## config.mk

```make
export PLATFORM = sky130hd
export DESIGN_NAME = drc_ctrl
export DESIGN_NICKNAME = d
export VERILOG_FILES = /design/src/core/drc_pkg.sv /design/src/core/drc_ctrl.sv
export VERILOG_INCLUDE_DIRS = /design/src /design/src/core
export SDC_FILE = /design/constraint.sdc
export NUM_CORES = 1
export LEC_CHECK = 0
export BUFFER_PORTS_ARGS = -buffer_cell sky130_fd_sc_hd__buf_2
export CAP_MARGIN = 40
export CORE_MARGIN = 3
export CORE_UTILIZATION = 50
export CTS_BUF_LIST = sky130_fd_sc_hd__clkbuf_2 sky130_fd_sc_hd__clkbuf_4 sky130_fd_sc_hd__clkbuf_8
export DETAILED_ROUTE_END_ITERATION = 10
export PLACE_DENSITY_LB_ADDON = 0.05
export SYNTH_ARGS = -nofsm -noshare
export SYNTH_HDL_FRONTEND = slang
export SYNTH_SLANG_ARGS = --single-unit
```

## constraint.sdc

```tcl
create_clock -name sys_clk -period 2.95 [get_ports sys_clk]
set_input_delay 0 -clock sys_clk [delete_from_list [all_inputs] [get_ports sys_clk]]
set_output_delay 0 -clock sys_clk [all_outputs]
set_load 0.005 [all_outputs]
```

## src/core/drc_consts.svh

```systemverilog
// constants for the dram access and refresh controller
`ifndef DRC_CONSTS_SVH
`define DRC_CONSTS_SVH
`define DRC_OFF_CTRL 32'h0000_0000
`define DRC_OFF_MAP0 32'h0000_0010
`define DRC_OFF_STAT 32'h0000_0020
`define DRC_CTRL_SC_BIT 31
`define DRC_CTRL_W16_LSB 16
`define DRC_CTRL_PG_LSB 20
`define DRC_CTRL_RATE_LSB 0
`define DRC_RATE_W 9
`define DRC_RATE_RST 9'h1ff
`define DRC_MAP_VALID_BIT 31
`define DRC_MAP_WIN 8'h50
`define DRC_VIDEO_DRAM_HI 6'h18
`define DRC_CLK_NS 8
`define DRC_NORMAL_CYC 3'h4
`define DRC_PAGE_CYC 3'h2
`define DRC_RAS_RISE 3'h3
`define DRC_REF_CYC 3'h4
`endif

```

## src/core/drc_pkg.sv

```systemverilog
// types for the dram access and refresh controller
package drc_pkg;
   typedef enum logic [2:0] {
      DRC_IDLE = 3'b000,
      DRC_NORM = 3'b001,
      DRC_PAGE = 3'b010,
      DRC_VID = 3'b011,
      DRC_REF = 3'b100
   } drc_state_t;
   typedef enum logic [1:0] {
      DRC_SZ_BYTE = 2'b00,
      DRC_SZ_HALF = 2'b01,
      DRC_SZ_WORD = 2'b10
   } drc_size_t;
endpackage

```

## src/core/drc_ctrl.sv

```systemverilog
// dram access controller with mapping, refresh and apb registers
`timescale 1ns/10ps
`include "drc_consts.svh"
//////////////////////////////////////////////////////////////////////
// Contract
// page sequence stays inside 1-Kbyte boundary
// bank width selectable 32 or 16
// 32-bit write column strobe patterns
// 16-bit banks use upper lanes, two accesses
// 16-bit word read high half first
// sub-word 16-bit reads single access
// 16-bit word write high half first
// 16-bit byte replicated, half on upper
// 16-bit write column strobe patterns
// window 50xxxxxx remapped, dma never
// match virtual base, substitute physical base
// lowest numbered matching entry wins
// no match raises mapping-miss exception
// normal cycle four clocks, no wait
// row strobe released third edge
// page mode two-cycle following accesses; pg bits are stored only, every access is a full four-clock cycle
// static column keeps column strobes low; sc bit is stored only, column strobes are released in every access
// periodic refresh, zero rate disables
// one row per bank, in idle
// panic refresh of remaining banks wins
// 60-63xxxxxx video transfer, bus driven
// software clears page bit for 16-bit video
// reset rate 1ff, map entries uninitialised
module drc_ctrl
   import drc_pkg::*;
(
   // clock and reset
   input wire logic sys_clk,
   input wire logic reset,
   // apb slave
   input wire logic psel,
   input wire logic penable,
   input wire logic pwrite,
   input wire logic [31:0] paddr,
   input wire logic [31:0] pwdata,
   output logic [31:0] prdata,
   output logic pready,
   output logic pslverr,
   // processor request
   input wire logic req_valid,
   input wire logic [31:0] req_addr,
   input wire logic req_write,
   input wire logic [1:0] req_size,
   input wire logic [1:0] req_bank,
   input wire logic req_seq,
   input wire logic req_dma,
   input wire logic req_instr,
   input wire logic req_super,
   input wire logic [31:0] req_wdata,
   output logic req_done,
   output logic [31:0] req_rdata,
   output logic map_miss,
   output logic [1:0] miss_kind,
   // dram pins
   output logic [23:1] mem_addr,
   output logic [3:0] row_strobes_n,
   output logic [3:0] column_strobes,
   output logic write_en_n,
   output logic transfer_output_enable,
   output logic [31:0] instr_data_out,
   output logic instr_data_oe,
   input wire logic [31:0] instr_data_in
);
   //////////////////////////////////////////////////////////////////////
   // registers
   logic [31:0] ctrl_ff, nxt_ctrl;
   logic [31:0] map_ff [4];
   logic [31:0] nxt_map [4];
   logic [31:0] prdata_ff, nxt_prdata;
   logic pready_ff, nxt_pready;
   logic pslverr_ff, nxt_pslverr;
   logic [31:0] din_s1_ff, din_s2_ff;
   logic [31:0] rdbuf_ff, nxt_rdbuf;
   drc_state_t st_ff, nxt_st;
   logic [2:0] cyc_ff, nxt_cyc;
   logic half2_ff, nxt_half2;
   logic open_ff, nxt_open;
   logic [23:1] addr_ff, nxt_addr;
   logic [3:0] ras_ff, nxt_ras;
   logic [3:0] cas_ff, nxt_cas;
   logic we_ff, nxt_we;
   logic toe_ff, nxt_toe;
   logic [31:0] dout_ff, nxt_dout;
   logic doe_ff, nxt_doe;
   logic done_ff, nxt_done;
   logic [31:0] rdata_ff, nxt_rdata;
   logic miss_ff, nxt_miss;
   logic [1:0] mk_ff, nxt_mk;
   logic [8:0] rcnt_ff, nxt_rcnt;
   logic [3:0] rpend_ff, nxt_rpend;
   logic [1:0] rbank_ff, nxt_rbank;
   logic [1:0] bank_ff, nxt_bank;
   logic w16_ff, nxt_w16;
   logic [31:0] wdat_ff, nxt_wdat;
   logic [1:0] size_ff, nxt_size;
   logic wr_ff, nxt_wr;
   logic a0_ff, nxt_a0;

   logic apb_acc;
   logic [8:0] rate;
   logic sc;
   logic [3:0] w16, pg;
   assign apb_acc = psel & penable & ~pready_ff;
   assign rate = ctrl_ff[`DRC_CTRL_RATE_LSB +: `DRC_RATE_W];
   // page and static column bits stored only, every access is a full cycle
   assign sc = ctrl_ff[`DRC_CTRL_SC_BIT];
   assign w16 = ctrl_ff[`DRC_CTRL_W16_LSB +: 4];
   assign pg = ctrl_ff[`DRC_CTRL_PG_LSB +: 4];

   //////////////////////////////////////////////////////////////////////
   // apb slave
   always_comb begin
      nxt_ctrl = ctrl_ff;
      nxt_map = map_ff;
      nxt_prdata = 32'h0000_0000;
      nxt_pready = apb_acc;
      nxt_pslverr = 1'b0;
      if (apb_acc) begin
         if (paddr == `DRC_OFF_CTRL) begin
            nxt_prdata = ctrl_ff;
            if (pwrite) nxt_ctrl = pwdata & 32'h80ff_01ff;
         end else if (paddr[31:4] == `DRC_OFF_MAP0 >> 4 && paddr[1:0] == 2'h0) begin
            nxt_prdata = map_ff[paddr[3:2]];
            if (pwrite) nxt_map[paddr[3:2]] = pwdata & 32'h80ff_00ff;
         end else if (paddr == `DRC_OFF_STAT) begin
            nxt_prdata = {19'h0, rcnt_ff, rpend_ff};
         end else begin
            nxt_pslverr = 1'b1;
         end
      end
   end

   //////////////////////////////////////////////////////////////////////
   // address mapping
   logic map_hit;
   logic [7:0] map_phys;
   logic in_win, in_vid;
   always_comb begin
      map_hit = 1'b0;
      map_phys = 8'h00;
      for (int i = 3; i >= 0; i--) begin
         // lower index overrides later
         if (map_ff[i][`DRC_MAP_VALID_BIT] && map_ff[i][23:16] == req_addr[23:16]) begin
            map_hit = 1'b1;
            map_phys = map_ff[i][7:0];
         end
      end
   end
   assign in_win = req_addr[31:24] == `DRC_MAP_WIN && !req_dma;
   assign in_vid = req_addr[31:26] == `DRC_VIDEO_DRAM_HI;

   // write column strobes, low active
   function automatic logic [3:0] wr_cas(input logic wide16, input logic [1:0] sz,
                                         input logic [1:0] a);
      logic [3:0] c;
      c = 4'h0;
      if (wide16) begin
         if (sz == DRC_SZ_BYTE) c = a[0] ? 4'hb : 4'h7;
         else c = 4'h3;
      end else if (sz == DRC_SZ_BYTE) begin
         c = ~(4'h8 >> a);
      end else if (sz == DRC_SZ_HALF) begin
         c = a[1] ? 4'hc : 4'h3;
      end
      return c;
   endfunction

   //////////////////////////////////////////////////////////////////////
   // access and refresh sequencer
   logic start, ref_go, panic;
   logic [23:1] eff_addr;
   logic [31:0] lane_data;
   assign panic = rcnt_ff == 9'h000 && rpend_ff != 4'h0 && rate != 9'h000;
   assign eff_addr = in_win ? {map_phys, req_addr[15:1]} : req_addr[23:1];
   always_comb begin
      lane_data = req_wdata;
      if (w16[req_bank]) begin
         if (req_size == DRC_SZ_BYTE) lane_data = {2{req_wdata[7:0]}} << 16;
         else lane_data = {req_wdata[31:16] & 16'h0 | req_wdata[15:0], 16'h0};
         if (req_size == DRC_SZ_WORD) lane_data = {req_wdata[31:16], 16'h0};
      end
   end

   always_comb begin
      nxt_st = st_ff;
      nxt_cyc = cyc_ff + 3'h1;
      nxt_half2 = half2_ff;
      nxt_open = open_ff;
      nxt_addr = addr_ff;
      nxt_ras = ras_ff;
      nxt_cas = cas_ff;
      nxt_we = we_ff;
      nxt_toe = toe_ff;
      nxt_dout = dout_ff;
      nxt_doe = doe_ff;
      nxt_done = 1'b0;
      nxt_rdata = rdata_ff;
      nxt_rdbuf = rdbuf_ff;
      nxt_miss = 1'b0;
      nxt_mk = mk_ff;
      nxt_rbank = rbank_ff;
      nxt_bank = bank_ff;
      nxt_w16 = w16_ff;
      nxt_wdat = wdat_ff;
      nxt_size = size_ff;
      nxt_wr = wr_ff;
      nxt_a0 = a0_ff;
      // refresh interval counter
      nxt_rcnt = rcnt_ff;
      nxt_rpend = rpend_ff;
      if (rate == 9'h000) begin
         nxt_rpend = 4'h0;
         nxt_rcnt = 9'h000;
      end else if (rcnt_ff == 9'h000) begin
         nxt_rcnt = rate;
         if (!panic) nxt_rpend = 4'hf;
      end else begin
         nxt_rcnt = rcnt_ff - 9'h001;
      end
      start = req_valid && !done_ff;
      ref_go = rpend_ff != 4'h0 && (panic || !start);
      case (st_ff)
         DRC_IDLE: begin
            nxt_ras = 4'hf;
            nxt_cas = 4'hf;
            nxt_we = 1'b1;
            nxt_toe = 1'b1;
            nxt_doe = 1'b0;
            nxt_cyc = 3'h1;
            nxt_open = 1'b0;
            if (ref_go) begin
               nxt_rbank = rpend_ff[0] ? 2'd0 : rpend_ff[1] ? 2'd1 : rpend_ff[2] ? 2'd2 : 2'd3;
               nxt_cas = 4'h0; // column before row
               nxt_st = DRC_REF;
            end else if (start && in_win && !map_hit) begin
               nxt_miss = 1'b1;
               nxt_mk = {req_super, ~req_instr};
               nxt_done = 1'b1;
            end else if (start) begin
               nxt_bank = req_bank;
               nxt_w16 = w16[req_bank];
               nxt_size = req_size;
               nxt_wr = req_write;
               nxt_wdat = req_wdata;
               nxt_addr = eff_addr; // own row per access, no page run
               nxt_a0 = req_addr[0];
               nxt_half2 = 1'b0;
               nxt_ras = ~(4'h1 << req_bank);
               nxt_we = ~req_write;
               nxt_dout = lane_data;
               nxt_doe = req_write | in_vid;
               nxt_toe = in_vid ? 1'b0 : req_write;
               nxt_st = in_vid ? DRC_VID : DRC_NORM;
            end
         end
         DRC_NORM, DRC_VID: begin
            // second half: precharge cycle, then row strobe again
            if (cyc_ff == 3'h0) nxt_ras = ~(4'h1 << bank_ff);
            if (cyc_ff == 3'h1) begin
               nxt_cas = wr_ff ? wr_cas(w16_ff, size_ff, {addr_ff[1], a0_ff}) : 4'h0;
               if (st_ff == DRC_VID) nxt_toe = 1'b1;
               else nxt_toe = wr_ff;
            end
            if (cyc_ff == `DRC_RAS_RISE - 3'h1) begin
               nxt_ras = 4'hf;
               nxt_cas = 4'hf;
               nxt_toe = 1'b1;
               nxt_doe = st_ff == DRC_VID;
               nxt_rdbuf = instr_data_in;
            end
            if (cyc_ff == `DRC_NORMAL_CYC - 3'h1) begin
               nxt_doe = 1'b0;
               nxt_st = DRC_IDLE;
               if (w16_ff && size_ff == DRC_SZ_WORD) begin
                  nxt_half2 = 1'b1;
                  nxt_addr = addr_ff + 23'h1;
                  nxt_dout = {wdat_ff[15:0], 16'h0};
                  nxt_doe = wr_ff;
                  nxt_toe = wr_ff;
                  nxt_cyc = 3'h0;
                  nxt_st = DRC_NORM;
                  nxt_open = 1'b0;
                  nxt_size = DRC_SZ_HALF;
                  nxt_rdata = {rdbuf_ff[31:16], 16'h0};
               end else begin
                  nxt_done = 1'b1;
                  nxt_rdata = half2_ff ? {rdata_ff[31:16], rdbuf_ff[31:16]} : rdbuf_ff;
               end
            end
         end
         DRC_REF: begin
            if (cyc_ff == 3'h1) nxt_ras = ~(4'h1 << rbank_ff);
            if (cyc_ff == `DRC_RAS_RISE) begin
               nxt_ras = 4'hf;
               nxt_cas = 4'hf;
               nxt_rpend = nxt_rpend & ~(4'h1 << rbank_ff);
            end
            if (cyc_ff == `DRC_REF_CYC - 3'h1) nxt_st = DRC_IDLE;
         end
         default: nxt_st = DRC_IDLE;
      endcase
   end

   //////////////////////////////////////////////////////////////////////
   // flip-flops
   always_ff @(posedge sys_clk) begin
      map_ff <= nxt_map; // mapping entries have no reset
      din_s1_ff <= instr_data_in;
      din_s2_ff <= din_s1_ff;
      if (reset) begin
         ctrl_ff <= {23'h0, `DRC_RATE_RST};
         prdata_ff <= 32'h0000_0000;
         pready_ff <= 1'b0;
         pslverr_ff <= 1'b0;
         st_ff <= DRC_IDLE;
         cyc_ff <= 3'h0;
         half2_ff <= 1'b0;
         open_ff <= 1'b0;
         addr_ff <= 23'h0;
         ras_ff <= 4'hf;
         cas_ff <= 4'hf;
         we_ff <= 1'b1;
         toe_ff <= 1'b1;
         dout_ff <= 32'h0000_0000;
         doe_ff <= 1'b0;
         done_ff <= 1'b0;
         rdata_ff <= 32'h0000_0000;
         rdbuf_ff <= 32'h0000_0000;
         miss_ff <= 1'b0;
         mk_ff <= 2'h0;
         rcnt_ff <= 9'h000;
         rpend_ff <= 4'h0;
         rbank_ff <= 2'h0;
         bank_ff <= 2'h0;
         w16_ff <= 1'b0;
         wdat_ff <= 32'h0000_0000;
         size_ff <= 2'h0;
         wr_ff <= 1'b0;
         a0_ff <= 1'b0;
      end else begin
         ctrl_ff <= nxt_ctrl;
         prdata_ff <= nxt_prdata;
         pready_ff <= nxt_pready;
         pslverr_ff <= nxt_pslverr;
         st_ff <= nxt_st;
         cyc_ff <= nxt_cyc;
         half2_ff <= nxt_half2;
         open_ff <= nxt_open;
         addr_ff <= nxt_addr;
         ras_ff <= nxt_ras;
         cas_ff <= nxt_cas;
         we_ff <= nxt_we;
         toe_ff <= nxt_toe;
         dout_ff <= nxt_dout;
         doe_ff <= nxt_doe;
         done_ff <= nxt_done;
         rdata_ff <= nxt_rdata;
         rdbuf_ff <= nxt_rdbuf;
         miss_ff <= nxt_miss;
         mk_ff <= nxt_mk;
         rcnt_ff <= nxt_rcnt;
         rpend_ff <= nxt_rpend;
         rbank_ff <= nxt_rbank;
         bank_ff <= nxt_bank;
         w16_ff <= nxt_w16;
         wdat_ff <= nxt_wdat;
         size_ff <= nxt_size;
         wr_ff <= nxt_wr;
         a0_ff <= nxt_a0;
      end
   end

   assign prdata = prdata_ff;
   assign pready = pready_ff;
   assign pslverr = pslverr_ff;
   assign req_done = done_ff;
   assign req_rdata = rdata_ff;
   assign map_miss = miss_ff;
   assign miss_kind = mk_ff;
   assign mem_addr = addr_ff;
   assign row_strobes_n = ras_ff;
   assign column_strobes = cas_ff;
   assign write_en_n = we_ff;
   assign transfer_output_enable = toe_ff;
   assign instr_data_out = dout_ff;
   assign instr_data_oe = doe_ff;
endmodule

```

==> results of run 1 <==
[power groups by stage]
| stage | registers (mW) | logic (mW) | clock network [mW] |
|---|---|---|---|
| 2_1_floorplan | 4.96 | 2.21 | 0 |
| 3_3_place_gp | 5.07 | 3.19 | 0 |
| 3_5_place_dp | 5.08 | 3.25 | 0 |
| 4_1_cts | 5.00 | 3.37 | 3.86 |
| 5_1_grt | 5.08 | 3.73 | 4.05 |
| 6_report | 5.01 | 3.39 | 3.81 |
[state kept, by name (all words and copies together) (netlist names), 2 cells and up]
name,count
bank_ff,2
column_strobes,4
ctrl_ff,18
cyc_ff,3
instr_data_out,32
map_ff,68
mem_addr,23
miss_kind,2
prdata,22
rbank_ff,2
rcnt_ff,9
rdbuf_ff,32
req_rdata,32
row_strobes_n,4
rpend_ff,4
size_ff,2
st_ff,3
wdat_ff,16
[cells by family (layout without fill, tap and decap cells)]
| logic type | after synthesis | after routing | synth area share |
|---|---|---|---|
| flip-flops | 289 | 289 | 0.492 |
| multiplexers | 85 | 85 | 0.0835 |
| XOR/XNOR | 39 | 39 | 0.0260 |
| other | 1 | 10 | 0.000285 |
| AO/OA/AOI/OAI | 347 | 347 | 0.173 |
| adder cells (fa/ha/maj) | 9 | 9 | 0.00857 |
| buffers and inverters | 128 | 540 | 0.0451 |
| AND/OR/NAND/NOR | 479 | 479 | 0.171 |
[critical path, stage by stage, from the launching register on]
cell	delay, ns
edfxtp_1	0.41
xnor2_1	0.16
nand4_1	0.16
nor3_4	0.09
nor4_4	0.66
a31oi_4	0.28
nor2_2	0.61
a22o_1	0.25
[worst paths after layout]
| check | to | cells past startpoint |
|---|---|---|
| setup reg to reg | instr_data_out[6] | 7 |
| setup / recovery | instr_data_out[6] | 7 |
| hold reg to reg | req_rdata[29] | 2 |
| hold / removal | mem_addr[18] | 3 |
[repair_timing]
item | in CTS | in global routing
resized for setup | 0 | 0
endpoints found under the hold margin | 197 | 0
hold buffers | 102 | 0
[layer usage]
metal	global-route usage	vias to the layer above
met5	0	-
met4	0.0928	0
met3	0.0444	103
met2	0.459	533
met1	0.368	5734
li1	-	5755
[placed cells by master (no fill, tap or decap), types with 28 or more instances in the layout]
master	instances
buf_2	284
dfxtp_1	221
nand2_1	173
nor2_1	155
a21oi_1	127
dlygate4sd3_1	102
edfxtp_1	68
clkbuf_8	58
mux2i_1	50
buf_4	41
o21ai_0	31
xnor2_1	30
a22oi_1	30
a211oi_1	28
[layout make-up]
class	instances	share of cell area
clock inverters	14	0.00842
inverters	26	0.00576
flip-flops and latches	289	0.382
clock buffers	71	0.0529
multi-input cells	969	0.363
repair buffers	429	0.164
well taps	330	0.0244
==> out/qor.txt, run 1 <==
Status: completed
Pwr Density: 721 mW/mm^2
Critical Path Start: map_ff[21]
Boundary Pins: 311
Num CTS Buffers: 49
Switching Share: 0.330
Row count: 58
DRT Pass-1 Iters: 6
Die Ht: 168 um
Core ar.: 0.0255 sq mm
Post-synthesis sequential area ratio: 0.492
Via count: 12.1k
Filler cells: 2136
RSZ-0062 raised after global routing: false
Initial antenna violation count: 0
Placed cells: 1941
Top post-synthesis cells by area: dfxtp_1, edfxtp_1, nand2_1, a21oi_1, nor2_1
Worst slew pin tran: 0.696 ns
Clock network power share: 0.312
Switching Power: 4.03 mW
Post-Route M1 WL: 17200 um
CP max FO: 16
P_leak: 6.77 nW
Tot Pwr: 12.2 mW
Clock period minus final worst setup slack: 2.72 ns
WL met2: 19100 um
Clock tree sinks: 289
First-pass GRT wire length: 63500 um
Routed Antenna Nets: 0
Avg WL per Cell: 19.0 um
R2R Setup Slk: 0.23 ns
Most frequent cells after synthesis: dfxtp_1, nand2_1, nor2_1
Crit path capture type: register
Global Route Usage Sum: 0.276
Routability Congestion: 0.877
Largest net degree at the start of global routing: 69
Yosys top cell by area: dfxtp_1
Crit path launch type: register
Total internal power: 8.18 mW
Die ar.: 0.0283 sq mm
Type of the worst setup path: register to register
DIE WIDTH: 168 um
Setup bufs post-CTS: 0
Congestion Overflow GR: 0
Final setup fails: 0
Hold_sp: req_addr[18]
Reg power frac: 0.411
Skew-Pair Late Insertion Delay: 0.57 ns
H-tree levels: 2
CTS root buf: clkbuf_8
Synthesized cell area: 0.0131 sq mm
CP Data Arrival Time: 3.20 ns
Synth top area share: 0.337
Syn-to-layout area delta: 28.9%
CTS tree: yes
Port Buf Inserts: 285
DRC viols: 0
Vias/cell: 5.70
DP Worst Slack: 0.240 ns
Most numerous cell in the Yosys netlist: dfxtp_1
Async set or reset register ratio after synthesis: 0
WHS: 0.0121 ns
Vias in the first global route: 11.9k
Top FF cell, synth: dfxtp_1
DR top layer: met4
Multi-input gate area: 0.00614 sq mm
Post-synth EDFFs: 68
Hold Vio Cnt, Final: 0
Worst r2r src: map_ff[21]
Post-synthesis cell count: 1377
Cell Count, Final, Fillers Out: 2128
Nets@finish: 1948
FF+latch area: 0.00647 sq mm
Final Instance Area: 0.0169 sq mm
Clock transition at path regs: 0.06 ns
Detail Placement HPWL: 27600 um
Drt total wl: 40500 um
Cell variety after synth: 80
WP data required: 3.43 ns
Starting density of the core: 0.516
Worst Skew: 0.0308 ns
Max_cap viols: 0
Synth Register Bits: 289
Layout Utilization: 0.665
Longest Clk Path Bufs: 3
Final period util: 0.922
Warning count from the yosys run: 0
Fmax: 0.368 GHz
# diodes: 0
Setup TNS: 0 ns
1st-iter DRT viols: 1132
Layout cells sized above 1: 0.263
Syn avg cell area: 9.54 sq um
Gate power share: 0.278
Peak supply drop: 0.377 mV
Met3 WL: 2940 um
HP Class: input pin to register
Slew Viols, Final: 0
Worst Slack Setup Final: 0.230 ns
DP Area: 0.0149 sq mm
Worst slew margin: 0.524
No activity file was read; power rests on OpenSTA's default activity.
==> run 2, diff against run 1 <==
--- a/config.mk
+++ b/config.mk
@@ -8,10 +8,13 @@
 export LEC_CHECK = 0
 export BUFFER_PORTS_ARGS = -buffer_cell sky130_fd_sc_hd__buf_2
 export CAP_MARGIN = 40
+export CELL_PAD_IN_SITES_DETAIL_PLACEMENT = 1
+export CELL_PAD_IN_SITES_GLOBAL_PLACEMENT = 2
 export CORE_MARGIN = 3
-export CORE_UTILIZATION = 50
+export CORE_UTILIZATION = 31
 export CTS_BUF_LIST = sky130_fd_sc_hd__clkbuf_2 sky130_fd_sc_hd__clkbuf_4 sky130_fd_sc_hd__clkbuf_8
 export DETAILED_ROUTE_END_ITERATION = 10
+export HOLD_SLACK_MARGIN = 0.12
 export PLACE_DENSITY_LB_ADDON = 0.05
 export SYNTH_ARGS = -nofsm -noshare
 export SYNTH_HDL_FRONTEND = slang
==> run 2 against run 1 <==
Net effect:
- flip-flop and latch count stayed put
- worst setup slack worse by 0.13 ns
- combinational power is 12% higher
- utilization down 22 points
- die area rose by 59%
- clock power is 5.5% higher
- clock-buffer cell count grew 10
==> out/qor.txt, run 2 (synthesized netlist as in run 1, its figures left out) <==
Crit path capture type: register
Row count: 74 (+28%)
Slew Viols, Final: 0 (unchanged)
Setup TNS: 0 ns (unchanged)
DRC viols: 0 (unchanged)
Worst Skew: 0.0470 ns (+0.0162 ns)
1st-iter DRT viols: 646 (-43%)
DRT Pass-1 Iters: 5 (-1)
CTS tree: yes
DIE WIDTH: 212 um (+26%)
H-tree levels: 2 (unchanged)
Final setup fails: 0 (unchanged)
Skew-Pair Late Insertion Delay: 0.66 ns (+0.09 ns)
CP max FO: 18 (+2)
Flip-flop count of the largest register after layout: 68 (unchanged)
Worst path most repeated cell: dlygate4sd3_1
Status: completed
Vias in the first global route: 13.3k (+12%)
Pwr Density: 694 mW/mm^2 (-3.8%)
Boundary Pins: 311 (unchanged)
Routed Antenna Nets: 0 (unchanged)
Clock transition at path regs: 0.06 ns (about the same)
Via count: 12.6k (+3.7%)
Placed cells: 2162 (+11%)
Congestion Overflow GR: 0 (unchanged)
Largest net degree at the start of global routing: 69 (unchanged)
Drt total wl: 51300 um (+27%)
Worst slew margin: 0.476 (-0.0480)
WHS: 0.169 ns (+0.157 ns)
# diodes: 0 (unchanged)
CTS root buf: clkbuf_8
Global Route Usage Sum: 0.224 (-0.0517)
CP Data Arrival Time: 3.39 ns (+0.19 ns)
Num CTS Buffers: 54 (+10%)
Switching Power: 4.39 mW (+8.9%)
Worst slew pin tran: 0.786 ns (+0.0900 ns)
Initial antenna violation count: 1 (+1)
Most frequent cells in the layout: buf_2, dfxtp_1, dlygate4sd3_1
Clock tree sinks: 289 (unchanged)
Syn-to-layout area delta: 40.3%
Layout cells sized above 1: 0.261 (-0.00243)
Crit-path cells: dlygate4sd3_1 > buf_2 > nor4_1 > nand4_1 > nor3_2 > and2_1 > buf_4 > and3_1 > buf_12 > mux2i_1 > dlygate4sd3_1 > nand2_1 > dlygate4sd3_1
Most flop-heavy register: map_ff
Clock period minus final worst setup slack: 2.85 ns (+0.129 ns)
Starting density of the core: 0.318 (-0.198)
Worst Slack Setup Final: 0.101 ns (-0.129 ns)
Longest Clk Path Bufs: 3 (unchanged)
Total internal power: 8.41 mW (+2.8%)
Core ar.: 0.0414 sq mm (+62%)
Gate power share: 0.295 (+0.017)
CP max stage cell: dlygate4sd3_1
Clock network power share: 0.314 (+0.002)
Setup bufs post-CTS: 0 (unchanged)
Hold Vio Cnt, Final: 0 (unchanged)
HP Class: input pin to register
Vias/cell: 5.12 (-10%)
WP data required: 3.49 ns (+0.06 ns)
Switching Share: 0.343 (+0.0129)
Avg WL per Cell: 20.9 um (+9.6%)
Max incr delay on CP: 0.57 ns (-0.09 ns)
Die Ht: 212 um (+26%)
Filler cells: 4737 (+120%)
Final period util: 0.966 (+0.0438)
Die ar.: 0.0449 sq mm (+59%)
DP Worst Slack: 0.195 ns (-0.0449 ns)
Reg power frac: 0.391 (-0.020)
Max_cap viols: 0 (unchanged)
Nets@finish: 2069 (+6.2%)
Routability Congestion: 0.816 (-6.9%)
First-pass GRT wire length: 78100 um (+23%)
P_leak: 7.34 nW (+8.4%)
Cell Count, Final, Fillers Out: 2458 (+16%)
RSZ-0062 raised after global routing: true
Port Buf Inserts: 285 (unchanged)
Peak supply drop: 0.286 mV (-24%)
Fmax: 0.351 GHz (-4.5%)
Crit path launch type: input pin
Type of the worst setup path: input pin to register
Detail Placement HPWL: 35800 um (+30%)
Most common cell after layout, fill and taps aside: buf_2
run 2: area by class of cell:
cell class / count / area [sq um] / share of cell area
Clock buffer: 81 / 996 / 0.0540
Clock inverter: 16 / 116 / 0.00631
Inverter: 26 / 97.6 / 0.00529
Multi-Input combinational cell: 969 / 6150 / 0.334
Sequential cell: 289 / 6470 / 0.351
Tap cell: 532 / 666 / 0.0361
Timing Repair Buffer: 545 / 3950 / 0.214
run 2: power by group through the flow:
stage	registers [mW]	clock network, mW	logic [mW]
final	5.00	4.02	3.78
after global routing	5.07	4.36	4.19
after CTS	4.99	4.18	3.80
after detailed placement	5.07	0	3.59
after global placement	5.06	0	3.55
after floorplan	4.96	0	2.21
run 2: worst paths after layout:
kind	from	endpoint	slack, ns	cells after the start
setup reg to reg	map_ff[21]	mem_addr[23]	0.25	9
hold / removal	pwdata[4]	ctrl_ff[4]	0.17	4
setup / recovery	paddr[30]	ctrl_ff[8]	0.10	13
hold reg to reg	req_rdata[22]	req_rdata[22]	0.45	2
run 2: per-layer routing:
layer | track usage | routed length [um]
met2 | 0.359 | 23600
met4 | 0.0605 | 954
met5 | 0 | 0
met1 | 0.314 | 24400
met3 | 0.0376 | 2360
run 2: worst max-delay path, delay by kind of cell:
| family | cells | cell delay (ns) |
|---|---|---|
| multiplexers | 1 | 0.19 |
| buffers and inverters | 6 | 2.16 |
| AND/OR/NAND/NOR | 6 | 1.03 |
run 2: stage by stage:
stage	power, mW	utilization	instance area [sq um]
final	12.8	0.446	18400
after global routing	13.6	0.446	18400
after CTS	13.0	0.445	18400
after detailed placement	8.67	0.370	15300
after global placement	8.61	0.369	15300
after floorplan	7.17	-	13200
run 2: timing repair:
action	CTS	global route
setup endpoints to repair	0	18
endpoints found under the hold margin	310	0
resized for setup	0	6
hold buffers	199	0
==> run 3, diff against run 2 <==
--- a/config.mk
+++ b/config.mk
@@ -15,7 +15,7 @@
 export CTS_BUF_LIST = sky130_fd_sc_hd__clkbuf_2 sky130_fd_sc_hd__clkbuf_4 sky130_fd_sc_hd__clkbuf_8
 export DETAILED_ROUTE_END_ITERATION = 10
 export HOLD_SLACK_MARGIN = 0.12
-export PLACE_DENSITY_LB_ADDON = 0.05
+export PLACE_DENSITY_LB_ADDON = 0.1
 export SYNTH_ARGS = -nofsm -noshare
 export SYNTH_HDL_FRONTEND = slang
 export SYNTH_SLANG_ARGS = --single-unit
==> run 3 against run 2 <==
Net effect:
- flip-flop and latch count unchanged
- critical path depth down 6
- first-iteration DRC count fell by 3.1%
- worst setup slack improved by 0.073 ns
- utilization shrank 0.44 points
- clock-buffer cell count is 8 higher
- critical path type is now register to register
- critical endpoint is now instr_data_out[1]
- largest power group unchanged
==> out/qor.txt, run 3 (synthesized netlist as in run 1, its figures left out) <==
Most common cell after layout, fill and taps aside: buf_2
Clock transition at path regs: 0.06 ns (about the same)
Buf/Inv on CP: 0 (-6)
Crit path capture type: register
DRC viols: 0 (unchanged)
WP data required: 3.51 ns (+0.02 ns)
Initial antenna violation count: 1 (unchanged)
Vias/cell: 5.12 (about the same)
Vias in the first global route: 13.1k (-1.5%)
Layout Utilization: 0.441 (-0.00435)
DP Worst Slack: 0.0856 ns (-0.110 ns)
Die Ht: 212 um (unchanged)
First-pass GRT wire length: 77400 um (-0.87%)
CP max stage cell: nor4_4
Min-Delay Path Depth: 2 (-2)
Layout cells sized above 1: 0.272 (+0.0112)
Final period util: 0.941 (-0.0249)
H-tree levels: 2 (unchanged)
Routed Antenna Nets: 0 (unchanged)
Slew Viols, Final: 0 (unchanged)
Worst r2r src: map_ff[21]
Largest net degree at the start of global routing: 77 (+12%)
Clock tree sinks: 289 (unchanged)
Routability Congestion: 0.812 (-0.49%)
Reg2Reg Depth: 7 (-2)
Skew-Pair Late Insertion Delay: 0.62 ns (-0.04 ns)
Hold EP: map_ff[22]
Port Buf Inserts: 285 (unchanged)
P_leak: 7.31 nW (-0.43%)
Hold Vio Cnt, Final: 0 (unchanged)
Clock period minus final worst setup slack: 2.78 ns (-0.0734 ns)
Global Route Usage Sum: 0.221 (-0.00274)
DRT Pass-1 Iters: 5 (unchanged)
Peak supply drop: 0.274 mV (-4.0%)
1st-iter DRT viols: 626 (-3.1%)
Worst Slack Setup Final: 0.174 ns (+0.0734 ns)
Crit path launch type: register
Longest Clk Path Bufs: 3 (unchanged)
Hold_sp: pwdata[22]
Pwr Density: 730 mW/mm^2 (+5.2%)
RSZ-0062 raised after global routing: true
Avg WL per Cell: 20.8 um (-0.22%)
CTS tree: yes
Max_cap viols: 0 (unchanged)
Congestion Overflow GR: 0 (unchanged)
Core ar.: 0.0414 sq mm (unchanged)
R2R Path End: instr_data_out[1]
Worst slew margin: 0.446 (-0.0301)
Final setup fails: 0 (unchanged)
Max incr delay on CP: 0.67 ns (+0.10 ns)
Syn-to-layout area delta: 39.0%
Most frequent cells in the layout: buf_2, dfxtp_1, nand2_1
Type of the worst setup path: register to register
Row count: 74 (unchanged)
Status: completed
Fmax: 0.360 GHz (+2.6%)
CP Data Arrival Time: 3.34 ns (-0.05 ns)
CP max FO: 16 (-2)
Setup bufs post-CTS: 0 (unchanged)
R2R Setup Slk: 0.17 ns (-0.08 ns)
Nets@finish: 2036 (-1.6%)
Num CTS Buffers: 55 (+1.9%)
Worst Skew: 0.0118 ns (-0.0352 ns)
Crit-path cells: xnor2_1 > nand4_1 > nor3_4 > nor4_4 > a31oi_4 > nor2_2 > a22o_1
DIE WIDTH: 212 um (unchanged)
Boundary Pins: 311 (unchanged)
Most flop-heavy register: map_ff
Flip-flop count of the largest register after layout: 68 (unchanged)
Via count: 12.4k (-1.1%)
Critical path's top delay family: simple AND/OR/NAND/NOR gates
CTS root buf: clkbuf_8
Drt total wl: 50600 um (-1.3%)
Die ar.: 0.0449 sq mm (unchanged)
Worst slew pin tran: 0.831 ns (+0.0452 ns)
Detail Placement HPWL: 35000 um (-2.4%)
Starting density of the core: 0.318 (unchanged)
HP Class: input pin to register
==> run 3: worst max-delay path by stage <==
stage | start | end | slack [ns] | cells after the start
final | map_ff[21] | instr_data_out[1] | 0.17 | 7
after global placement | map_ff[21] | instr_data_out[15] | 0.19 | 7
after CTS | map_ff[21] | instr_data_out[4] | 0.1 | 7
after global routing | map_ff[21] | instr_data_out[1] | -0.04 | 7
after detailed placement | map_ff[21] | instr_data_out[4] | 0.09 | 7
after floorplan | paddr[6] | map_ff[0] | 0.09 | 7
==> run 3: final cells by class <==
class | instances | area, sq um
flip-flops and latches | 289 | 6470
clock inverters | 14 | 170
multi-input cells | 969 | 6140
clock buffers | 89 | 1160
fillers | 4787 | 23100
well taps | 532 | 666
inverters | 26 | 97.6
diodes | 1 | 2.50
repair buffers | 511 | 3560
==> run 3: metrics by stage <==
stage          cell area (sq um)  TNS, ns  hold slack (ns)  power, mW  cells
6_report                   18300        0            0.161       13.3   2431
5_1_grt                    18300   -0.387            0.141       14.2   2431
4_1_cts                    18300        0            0.121       13.5   2430
3_5_place_dp               15300        0            0.243       8.62   2164
3_3_place_gp               15300        0            0.233       8.55   2164
2_1_floorplan              13200        0           0.0989       7.17   1386
==> run 3: what timing repair did <==
action                     in CTS  in global routing
gates resized for setup         0                  0
hold buffers                  163                  0
setup endpoints to repair       0                 17
hold endpoints to repair      280                  0
==> run 3: routing by layer <==
layer | routed length, um | GRT usage | part of all wire
met1 | 23500 | 0.301 | 0.46
met2 | 23400 | 0.359 | 0.46
met3 | 2430 | 0.0394 | 0.048
met4 | 1260 | 0.0693 | 0.025
met5 | 0 | 0 | 0
==> run 3: where the power goes <==
part           internal, mW  switching, mW
clock network          2.84           1.82
logic                  1.57           2.12
registers              4.54          0.444
